### src/hw/ecpwm_pkg.sv
// constants for the eight channel pwm timer: register map, reset values,
// bus response codes and field widths.
// assumes a 32-bit axi4-lite register bus with word aligned registers.
package ecpwm_pkg;
    localparam int          NUM_CH        = 8;
    localparam int          NUM_PAIR      = 4;
    localparam int          CH_W          = 8;
    localparam int          WIDE_W        = 16;
    localparam int          ADDR_W        = 8;
    localparam int          DATA_W        = 32;

    localparam logic [7:0]  OFS_ENABLE    = 8'h00;
    localparam logic [7:0]  OFS_POLARITY  = 8'h04;
    localparam logic [7:0]  OFS_CENTER    = 8'h08;
    localparam logic [7:0]  OFS_CONCAT    = 8'h0C;
    localparam logic [7:0]  OFS_PCM       = 8'h10;
    localparam logic [7:0]  OFS_PERIOD    = 8'h20;
    localparam logic [7:0]  OFS_DUTY      = 8'h40;
    localparam logic [7:0]  OFS_COUNT     = 8'h60;
    localparam logic [7:0]  BANK_MASK     = 8'hE0;

    localparam logic [7:0]  RST_ENABLE    = 8'h00;
    localparam logic [7:0]  RST_POLARITY  = 8'hFF;
    localparam logic [7:0]  RST_CENTER    = 8'h00;
    localparam logic [3:0]  RST_CONCAT    = 4'h0;
    localparam logic [7:0]  RST_PCM       = 8'h00;
    localparam logic [7:0]  RST_PERIOD    = 8'hFF;
    localparam logic [7:0]  RST_DUTY      = 8'h00;

    localparam logic [1:0]  RESP_OKAY     = 2'h0;
    localparam logic [1:0]  RESP_SLVERR   = 2'h2;
endpackage

### src/hw/ecpwm_top.sv
// eight channel pwm timer with axi4-lite register access.
// assumes one 40 mhz clock, synchronous active low reset, and pins driven
// straight from the pwm output flip-flops.
`timescale 1ns/1ps

// Operation
// eight channels, each with own 8-bit counter, period and duty
// each channel runs continuously and independently once enabled
// duty zero never active; duty at or above period always active; the code lets the second win, so duty zero with period zero is active
// pcm mode spreads active cycles over the period by accumulation
// per channel polarity bit selects whether duty drives high or low
// per channel choice of left or centre aligned pulse
// pairs 7:6, 5:4, 3:2, 1:0 join into one 16-bit channel
// concatenation chosen per pair, any mix of 8-bit and 16-bit
// left counts up and wraps; centre counts up then back down
module ecpwm_top (
    input  wire logic                  aclk,
    input  wire logic                  aresetn,
    input  wire logic [7:0]            s_axi_awaddr,
    input  wire logic                  s_axi_awvalid,
    output logic                       s_axi_awready,
    input  wire logic [31:0]           s_axi_wdata,
    input  wire logic [3:0]            s_axi_wstrb,
    input  wire logic                  s_axi_wvalid,
    output logic                       s_axi_wready,
    output logic [1:0]                 s_axi_bresp,
    output logic                       s_axi_bvalid,
    input  wire logic                  s_axi_bready,
    input  wire logic [7:0]            s_axi_araddr,
    input  wire logic                  s_axi_arvalid,
    output logic                       s_axi_arready,
    output logic [31:0]                s_axi_rdata,
    output logic [1:0]                 s_axi_rresp,
    output logic                       s_axi_rvalid,
    input  wire logic                  s_axi_rready,
    output logic [7:0]                 pwm_out
);
    logic [7:0]  enable_reg;
    logic [7:0]  polarity_reg;
    logic [7:0]  center_reg;
    logic [3:0]  concat_reg;
    logic [7:0]  pcm_reg;
    logic [7:0]  period_reg [0:7];
    logic [7:0]  duty_reg   [0:7];
    logic [7:0]  cnt_reg    [0:7];
    logic [7:0]  pwm_out_reg;

    logic        aw_got_reg;
    logic        w_got_reg;
    logic [7:0]  aw_addr_reg;
    logic [31:0] w_data_reg;
    logic [3:0]  w_strb_reg;
    logic        awready_reg;
    logic        wready_reg;
    logic        bvalid_reg;
    logic [1:0]  bresp_reg;
    logic        arready_reg;
    logic        rvalid_reg;
    logic [31:0] rdata_reg;
    logic [1:0]  rresp_reg;

    logic        do_write;
    logic        wr_hit;
    logic [2:0]  wr_idx;
    logic [7:0]  wr_byte;
    logic [31:0] rd_next;
    logic        rd_hit;

    // one counting step: returns {dir, active, count}
    function automatic logic [17:0] pwm_step(
        input logic [15:0] cnt,
        input logic        dir,
        input logic [15:0] per,
        input logic [15:0] duty,
        input logic        center,
        input logic        pcm
    );
        logic [16:0] sum;
        logic [15:0] c;
        logic        d;
        logic        a;
        begin
            sum = {1'b0, cnt} + {1'b0, duty};
            c = cnt;
            d = dir;
            a = (cnt < duty) || (duty >= per);
            if (pcm) begin
                d = 1'b0;
                if (duty >= per) begin
                    a = 1'b1;
                end else if (sum >= {1'b0, per}) begin
                    a = 1'b1;
                    c = 16'(sum - {1'b0, per});
                end else begin
                    a = 1'b0;
                    c = sum[15:0];
                end
            end else if (center) begin
                if (!dir) begin
                    if (cnt >= per) begin
                        d = 1'b1;
                        c = (per == 16'h0000) ? 16'h0000 : cnt - 16'h0001;
                    end else begin
                        c = cnt + 16'h0001;
                    end
                end else begin
                    if (cnt == 16'h0000) begin
                        d = 1'b0;
                        c = (per == 16'h0000) ? 16'h0000 : 16'h0001;
                    end else begin
                        c = cnt - 16'h0001;
                    end
                end
            end else begin
                d = 1'b0;
                if ({1'b0, cnt} + 17'h00001 >= {1'b0, per}) begin
                    c = 16'h0000;
                end else begin
                    c = cnt + 16'h0001;
                end
            end
            pwm_step = {d, a, c};
        end
    endfunction

    // per pair counters, 8-bit or joined 16-bit
    genvar k;
    generate
        for (k = 0; k < ecpwm_pkg::NUM_PAIR; k++) begin : g_pair
            localparam int LO = 2 * k;
            localparam int HI = 2 * k + 1;
            logic [1:0]  dir_reg;
            logic [17:0] st_lo;
            logic [17:0] st_hi;
            logic [17:0] st_cat;
            logic        join_pair;

            assign join_pair = concat_reg[k];
            assign st_lo = pwm_step({8'h00, cnt_reg[LO]}, dir_reg[0],
                {8'h00, period_reg[LO]}, {8'h00, duty_reg[LO]},
                center_reg[LO], pcm_reg[LO]);
            assign st_hi = pwm_step({8'h00, cnt_reg[HI]}, dir_reg[1],
                {8'h00, period_reg[HI]}, {8'h00, duty_reg[HI]},
                center_reg[HI], pcm_reg[HI]);
            assign st_cat = pwm_step({cnt_reg[HI], cnt_reg[LO]}, dir_reg[1],
                {period_reg[HI], period_reg[LO]},
                {duty_reg[HI], duty_reg[LO]},
                center_reg[HI], pcm_reg[HI]);

            always_ff @(posedge aclk) begin
                if (!aresetn) begin
                    cnt_reg[LO] <= 8'h00;
                    cnt_reg[HI] <= 8'h00;
                    dir_reg     <= 2'h0;
                    pwm_out_reg[LO] <= 1'b0;
                    pwm_out_reg[HI] <= 1'b0;
                end else if (join_pair) begin
                    // joined pair: odd channel settings and pin rule
                    pwm_out_reg[LO] <= ~polarity_reg[LO];
                    dir_reg[0]      <= 1'b0;
                    if (enable_reg[HI]) begin
                        {cnt_reg[HI], cnt_reg[LO]} <= st_cat[15:0];
                        dir_reg[1]      <= st_cat[17];
                        pwm_out_reg[HI] <= st_cat[16] ~^ polarity_reg[HI];
                    end else begin
                        cnt_reg[LO]     <= 8'h00;
                        cnt_reg[HI]     <= 8'h00;
                        dir_reg[1]      <= 1'b0;
                        pwm_out_reg[HI] <= ~polarity_reg[HI];
                    end
                end else begin
                    if (enable_reg[LO]) begin
                        cnt_reg[LO]     <= st_lo[7:0];
                        dir_reg[0]      <= st_lo[17];
                        pwm_out_reg[LO] <= st_lo[16] ~^ polarity_reg[LO];
                    end else begin
                        cnt_reg[LO]     <= 8'h00;
                        dir_reg[0]      <= 1'b0;
                        pwm_out_reg[LO] <= ~polarity_reg[LO];
                    end
                    if (enable_reg[HI]) begin
                        cnt_reg[HI]     <= st_hi[7:0];
                        dir_reg[1]      <= st_hi[17];
                        pwm_out_reg[HI] <= st_hi[16] ~^ polarity_reg[HI];
                    end else begin
                        cnt_reg[HI]     <= 8'h00;
                        dir_reg[1]      <= 1'b0;
                        pwm_out_reg[HI] <= ~polarity_reg[HI];
                    end
                end
            end
        end
    endgenerate

    assign pwm_out = pwm_out_reg;

    // write channel: address and data taken in either order
    assign do_write = aw_got_reg && w_got_reg && !bvalid_reg;
    assign wr_idx   = aw_addr_reg[4:2];
    assign wr_byte  = w_data_reg[7:0];
    assign wr_hit   = (aw_addr_reg[1:0] == 2'h0) &&
        ((aw_addr_reg == ecpwm_pkg::OFS_ENABLE) ||
         (aw_addr_reg == ecpwm_pkg::OFS_POLARITY) ||
         (aw_addr_reg == ecpwm_pkg::OFS_CENTER) ||
         (aw_addr_reg == ecpwm_pkg::OFS_CONCAT) ||
         (aw_addr_reg == ecpwm_pkg::OFS_PCM) ||
         ((aw_addr_reg & ecpwm_pkg::BANK_MASK) == ecpwm_pkg::OFS_PERIOD) ||
         ((aw_addr_reg & ecpwm_pkg::BANK_MASK) == ecpwm_pkg::OFS_DUTY));

    always_ff @(posedge aclk) begin
        if (!aresetn) begin
            aw_got_reg  <= 1'b0;
            w_got_reg   <= 1'b0;
            aw_addr_reg <= 8'h00;
            w_data_reg  <= 32'h00000000;
            w_strb_reg  <= 4'h0;
            awready_reg <= 1'b0;
            wready_reg  <= 1'b0;
            bvalid_reg  <= 1'b0;
            bresp_reg   <= ecpwm_pkg::RESP_OKAY;
        end else begin
            awready_reg <= !aw_got_reg && !(s_axi_awvalid && awready_reg);
            wready_reg  <= !w_got_reg && !(s_axi_wvalid && wready_reg);
            if (s_axi_awvalid && awready_reg) begin
                aw_got_reg  <= 1'b1;
                aw_addr_reg <= s_axi_awaddr;
            end
            if (s_axi_wvalid && wready_reg) begin
                w_got_reg  <= 1'b1;
                w_data_reg <= s_axi_wdata;
                w_strb_reg <= s_axi_wstrb;
            end
            if (do_write) begin
                bvalid_reg <= 1'b1;
                bresp_reg  <= wr_hit ? ecpwm_pkg::RESP_OKAY
                                     : ecpwm_pkg::RESP_SLVERR;
            end else if (bvalid_reg && s_axi_bready) begin
                bvalid_reg  <= 1'b0;
                aw_got_reg  <= 1'b0;
                w_got_reg   <= 1'b0;
                awready_reg <= 1'b1;
                wready_reg  <= 1'b1;
            end
        end
    end

    // configuration registers
    always_ff @(posedge aclk) begin
        if (!aresetn) begin
            enable_reg   <= ecpwm_pkg::RST_ENABLE;
            polarity_reg <= ecpwm_pkg::RST_POLARITY;
            center_reg   <= ecpwm_pkg::RST_CENTER;
            concat_reg   <= ecpwm_pkg::RST_CONCAT;
            pcm_reg      <= ecpwm_pkg::RST_PCM;
            for (int i = 0; i < ecpwm_pkg::NUM_CH; i++) begin
                period_reg[i] <= ecpwm_pkg::RST_PERIOD;
                duty_reg[i]   <= ecpwm_pkg::RST_DUTY;
            end
        end else if (do_write && wr_hit && w_strb_reg[0]) begin
            if (aw_addr_reg == ecpwm_pkg::OFS_ENABLE) begin
                enable_reg <= wr_byte;
            end
            if (aw_addr_reg == ecpwm_pkg::OFS_POLARITY) begin
                polarity_reg <= wr_byte;
            end
            if (aw_addr_reg == ecpwm_pkg::OFS_CENTER) begin
                center_reg <= wr_byte;
            end
            if (aw_addr_reg == ecpwm_pkg::OFS_CONCAT) begin
                concat_reg <= wr_byte[3:0];
            end
            if (aw_addr_reg == ecpwm_pkg::OFS_PCM) begin
                pcm_reg <= wr_byte;
            end
            if ((aw_addr_reg & ecpwm_pkg::BANK_MASK) ==
                ecpwm_pkg::OFS_PERIOD) begin
                period_reg[wr_idx] <= wr_byte;
            end
            if ((aw_addr_reg & ecpwm_pkg::BANK_MASK) ==
                ecpwm_pkg::OFS_DUTY) begin
                duty_reg[wr_idx] <= wr_byte;
            end
        end
    end

    // read decode
    always_comb begin
        rd_next = 32'h00000000;
        rd_hit  = (s_axi_araddr[1:0] == 2'h0);
        if (s_axi_araddr == ecpwm_pkg::OFS_ENABLE) begin
            rd_next[7:0] = enable_reg;
        end else if (s_axi_araddr == ecpwm_pkg::OFS_POLARITY) begin
            rd_next[7:0] = polarity_reg;
        end else if (s_axi_araddr == ecpwm_pkg::OFS_CENTER) begin
            rd_next[7:0] = center_reg;
        end else if (s_axi_araddr == ecpwm_pkg::OFS_CONCAT) begin
            rd_next[3:0] = concat_reg;
        end else if (s_axi_araddr == ecpwm_pkg::OFS_PCM) begin
            rd_next[7:0] = pcm_reg;
        end else if ((s_axi_araddr & ecpwm_pkg::BANK_MASK) ==
                     ecpwm_pkg::OFS_PERIOD) begin
            rd_next[7:0] = period_reg[s_axi_araddr[4:2]];
        end else if ((s_axi_araddr & ecpwm_pkg::BANK_MASK) ==
                     ecpwm_pkg::OFS_DUTY) begin
            rd_next[7:0] = duty_reg[s_axi_araddr[4:2]];
        end else if ((s_axi_araddr & ecpwm_pkg::BANK_MASK) ==
                     ecpwm_pkg::OFS_COUNT) begin
            rd_next[7:0] = cnt_reg[s_axi_araddr[4:2]];
        end else begin
            rd_hit = 1'b0;
        end
    end

    always_ff @(posedge aclk) begin
        if (!aresetn) begin
            arready_reg <= 1'b0;
            rvalid_reg  <= 1'b0;
            rdata_reg   <= 32'h00000000;
            rresp_reg   <= ecpwm_pkg::RESP_OKAY;
        end else if (s_axi_arvalid && arready_reg) begin
            arready_reg <= 1'b0;
            rvalid_reg  <= 1'b1;
            rdata_reg   <= rd_hit ? rd_next : 32'h00000000;
            rresp_reg   <= rd_hit ? ecpwm_pkg::RESP_OKAY
                                  : ecpwm_pkg::RESP_SLVERR;
        end else if (rvalid_reg) begin
            if (s_axi_rready) begin
                rvalid_reg  <= 1'b0;
                arready_reg <= 1'b1;
            end
        end else begin
            arready_reg <= 1'b1;
        end
    end

    assign s_axi_awready = awready_reg;
    assign s_axi_wready  = wready_reg;
    assign s_axi_bvalid  = bvalid_reg;
    assign s_axi_bresp   = bresp_reg;
    assign s_axi_arready = arready_reg;
    assign s_axi_rvalid  = rvalid_reg;
    assign s_axi_rdata   = rdata_reg;
    assign s_axi_rresp   = rresp_reg;
endmodule

### config.mk
export PLATFORM = sky130hd
export DESIGN_NAME = ecpwm_top
export DESIGN_NICKNAME = d
export VERILOG_FILES = /design/src/hw/ecpwm_pkg.sv /design/src/hw/ecpwm_top.sv
export SDC_FILE = /design/constraint.sdc
export NUM_CORES = 2
export LEC_CHECK = 0
export BUFFER_PORTS_ARGS = -buffer_cell sky130_fd_sc_hd__buf_2
export CELL_PAD_IN_SITES_DETAIL_PLACEMENT = 0
export CELL_PAD_IN_SITES_GLOBAL_PLACEMENT = 1
export CORE_AREA = 4 4 292 294
export DETAILED_ROUTE_END_ITERATION = 10
export DIE_AREA = 0 0 296 298
export PLACE_DENSITY_LB_ADDON = 0.1
export SYNTH_ARGS = -nofsm -noshare
export SYNTH_HDL_FRONTEND = slang
export SYNTH_SLANG_ARGS = --single-unit
### constraint.sdc
create_clock -name aclk -period 5.5 [get_ports aclk]
set_clock_uncertainty 0.05 [all_clocks]
set_input_delay 1.65 -clock aclk [delete_from_list [all_inputs] [get_ports aclk]]
set_output_delay 1.65 -clock aclk [all_outputs]
set_load 0.1 [all_outputs]
==> results by stage <==
Status:
- The flow ran to the end, and the final reports show no timing, DRC or antenna violations.

STA:
- The remaining max-slew budget at the tightest pin is 11.52%.
- The worst path meets setup with around 260 ps of slack.
- The total count of hold-check failures in the final report is 0.
- The final number of max-transition violations is 0.
- At the pin with the least slew margin, the transition time is 1313 ps.
- The final count of negative-setup-slack endpoints is 0.
- The final hold slack is 408.8 ps.
- The top achievable clock speed is 190.8 MHz.
- The fraction of the cycle the final worst path needs is about 95%.
- Setup repair after global routing could not meet its margin everywhere.
- The final period demand of the worst path is ~5200 ps.

Floorplanning:
- The floorplan step defined a core boundary enclosing around 83000 um^2.
- In this run the horizontal extent of the chip is 296 um.
- For this configuration, the core starts out at a cell density of about 45%.
- The die is 298 um tall.
- The die area is 88210 um^2.
- The boundary pin count is 108.
- The floorplan has 106 rows.

Global routing:
- The number of global-route vias before repair is approximately 35000.
- The wire length of the first global-routing pass is 222000 um.
- The maximum number of pins on one net before global-route repair is 44.
- Global routing consumed, over all layers together, 32.79% of the routing resources.
- The number of antenna violations at the first check in global routing is 5.
- The total overflow left after global routing is 0.

Synthesis:
- The share of async-settable or async-resettable flops after synthesis is 0%.
- In this run, synthesis inferred approximately 130 flip-flops with an integrated enable.
- The most common cell in the synthesized netlist is sky130_fd_sc_hd__ha_1.
- After synthesis, the most frequently instantiated cells are 480 x sky130_fd_sc_hd__ha_1, 392 x sky130_fd_sc_hd__nor2_1, 334 x sky130_fd_sc_hd__nand2_1.
- The dominant synthesized flop cell is sky130_fd_sc_hd__dfxtp_1.
- The count of yosys warnings during synthesis is 0.
- The share of the synthesized area in the top cell type is 16.24%.
- The synthesized design contains 278 register bits.
- The synthesized instance count is 4631.
- The share of the Yosys chip area taken by registers is between 10% and 20%.
- The largest area contributor in the netlist is sky130_fd_sc_hd__ha_1.
- Each instance of the synthesized netlist takes up on average 7.983 um^2.
- After synthesis, the cell types taking the most area are sky130_fd_sc_hd__ha_1 16%, sky130_fd_sc_hd__edfxtp_1 10%, sky130_fd_sc_hd__dfxtp_1 8.1%.
- The number of distinct library cell variants in the gate-level netlist after synthesis is 101.
- The post-synthesis instance area is 36970 um^2.

Power:
- In this run, flip-flops and latches consume between 40% and 50% of the power.
- The power per cell area is between 100 and 150 nW/um^2.
- In this run switching power makes up 29.51% of total power.
- Summed over all nets, the switching power comes to 1608 uW.
- The share of power burned in combinational logic is 10.8%.
- The leakage component of the power is 0.01823 uW.
- The internal power is approximately 3800 uW.
- The share of total power dissipated in the clock network is 47.8%.
- The worst-case IR drop observed on VDD is 0.0001814 V.

Critical path:
- On the worst path, the slowest cell contributes a delay of 530 ps.
- The data arrival time of the critical path is 5650 ps.
- The most numerous cell type found on the critical path is sky130_fd_sc_hd__buf_4.
- The critical path launch point type is a flop.
- The reg-to-reg startpoint is cnt_reg[24].
- The signal on the critical path passes through ha_1, inv_1, fa_1, o21bai_1, a2111oi_1, buf_4, o31ai_2, buf_4, nand2_1, o31ai_1, xnor2_1, ha_1, nand2_1, o31ai_1, a221oi_2, buf_4, a2111oi_0, a221oi_1, buf_4, o311a_1.
- Counting both buffers and inverters, the worst setup path holds a total of 5.
- For the worst setup path, the data required time is 5910 ps.
- The maximum net fanout on the critical path is 8.
- The kind of cell with the highest combined delay along the critical path is compound AO/OA/AOI/OAI gates.
- STA classifies the critical path endpoint as a flop.
- Tracing the worst setup path back leads to its startpoint at cnt_reg[24].
- The critical path class is reg2reg.
- The highest-delay cell along the critical path is sky130_fd_sc_hd__o31ai_1.

Detailed routing:
- The routed layout has 36940 vias.
- The number of nets with antenna violations after detailed routing is 0.
- The number of DRC violations after detailed routing is 0.
- In the final routed layout, each cell accounts on average for ~26 um.
- The aggregate routed wire length is 149000 um.
- In the routed layout, each cell is associated on average with a via count of 6.390.
- After the first detailed-routing iteration, the DRC count stood at 3942.
- The first TritonRoute pass finished after 8 iterations.

Clock tree:
- The clock latency on the worst-skew pair is 580 ps.
- The number of hold-repair buffers added at the cts stage is 0.
- The number of buffers inserted during clock tree synthesis is 38.
- TritonCTS built the clock tree.
- The deepest clock path buffer count is 3.
- The number of clock sinks is approximately 280.
- The H-tree was split into 2 levels.
- CTS placed an instance of sky130_fd_sc_hd__clkbuf_16 at the clock tree root.
- The clock-pin slew of the registers on the worst-case setup and hold paths is 70 ps.

Hold path:
- In this run the worst hold path is classified as reg2reg.
- The launch instance of the worst min-delay path is s_axi_rdata[0].

Layout:
- Once layout is complete, the cells apart from fillers number 5780.
- The filler cells instantiated in the layout total 8314.
- The utilization after layout is 48.49%.
- The fraction of final layout cells sized beyond drive strength 1 is 9.644%.
- The register cell area after layout is a little under 7000 um^2.
- Summing all multi-input logic gate instances after layout gives 28080 um^2.
- For this run, the post-layout net count is between 5000 and 6000.
- The area growth from synthesis to layout is 8.721%.

Placed design:
- The count of port buffers added during placement is 54.
- The HPWL after detailed placement is between 100000 and 150000 um.
- Once placement completed, the tool counted placed cells totaling 5707.
- The congestion estimate from routability-driven global placement came to 0.9546.
- At the placement stage, the worst setup path has a slack of 250.2 ps.

Job:
- The max-cap violation count is 0.
timing repair:
| action | 4_1_cts | 5_1_grt |
|---|---|---|
| hold endpoints to repair | 0 | 0 |
| setup endpoints to repair | 0 | 19 |
| buffers inserted | 0 | 1 |
| gates resized for setup | 0 | 6 |
power groups by stage:
stage          sequential, uW  combinational [uW]  clock, uW
2_1_floorplan            2270                 437          0
3_3_place_gp             2290                 575          0
3_5_place_dp             2290                 577          0
4_1_cts                  2250                 579       2630
5_1_grt                  2250                 634       2710
6_report                 2250                 590       2610
worst register-to-register path: cells and delay by family (launching register included):
family	cells	cell delay [ps]
AOI/OAI and AO/OA	9	2520
adders and majority gates	3	980
buffers and inverters	5	850
DFF	1	350
xor gates and xnor gates	1	210
and+or+nand+nor	2	180
final cells by class:
class                   count  share of cell area, %
inverters                 295                  2.758
multi-input cells        3835                  69.85
clock buffers              47                  2.609
repair buffers            220                  3.847
clock inverters            22                 0.5167
well taps                1080                  3.362
flip-flops and latches    278                  17.04
diodes                      3                0.01868
stage by stage:
step,setup TNS [ps],total power [uW],cell area (um^2)
final,0,5448,40190
after global routing,-165.3,5601,40190
after CTS,0,5459,40160
after detailed placement,0,2871,38900
after global placement,0,2868,38900
after floorplan,0,2710,37060
layer usage:
metal | part of all wire [%] | track usage (%) | vias to the layer above
met5 | 0.011 | 0 | -
li1 | - | - | 17200
met3 | 8.9 | 5.225 | 247
met1 | 46 | 48.96 | 17790
met2 | 42 | 48.27 | 1698
met4 | 3.3 | 9.968 | 2
placed cells by master, fill, tap and decap left out, types with 91 or more instances in the layout:
cell / synthesis / layout
sky130_fd_sc_hd__nand2_1: 334 / 334
sky130_fd_sc_hd__xnor2_1: 164 / 162
sky130_fd_sc_hd__buf_4: 29 / 166
sky130_fd_sc_hd__o21ai_0: 239 / 239
sky130_fd_sc_hd__and2_1: 91 / 91
sky130_fd_sc_hd__a21oi_1: 312 / 312
sky130_fd_sc_hd__mux2i_1: 121 / 121
sky130_fd_sc_hd__inv_1: 291 / 291
sky130_fd_sc_hd__xor2_1: 113 / 113
sky130_fd_sc_hd__edfxtp_1: 128 / 128
sky130_fd_sc_hd__ha_1: 480 / 480
sky130_fd_sc_hd__nand3_1: 124 / 124
sky130_fd_sc_hd__nor3_1: 111 / 111
sky130_fd_sc_hd__dfxtp_1: 150 / 149
sky130_fd_sc_hd__nor2_1: 392 / 392
cells by family after synthesis:
| group | synth area share [%] |
|---|---|
| compound gates | 23.88 |
| flops | 18.52 |
| xor+xnor | 6.562 |
| mux | 7.134 |
| simple gates | 20.92 |
| fa+ha+maj | 17.11 |
| other cells | 0.01014 |
| buf+inv | 5.872 |
path summary, 6_finish.rpt:
| check | endpoint | depth (start not counted) | slack [ps] |
|---|---|---|---|
| max | cnt_reg[18] | 20 | 260 |
| min | s_axi_rdata[0] | 2 | 410 |
| max reg2reg | cnt_reg[18] | 20 | 260 |
| min reg2reg | s_axi_rdata[0] | 2 | 410 |
Note: power is estimated with default switching activity, not from simulation.
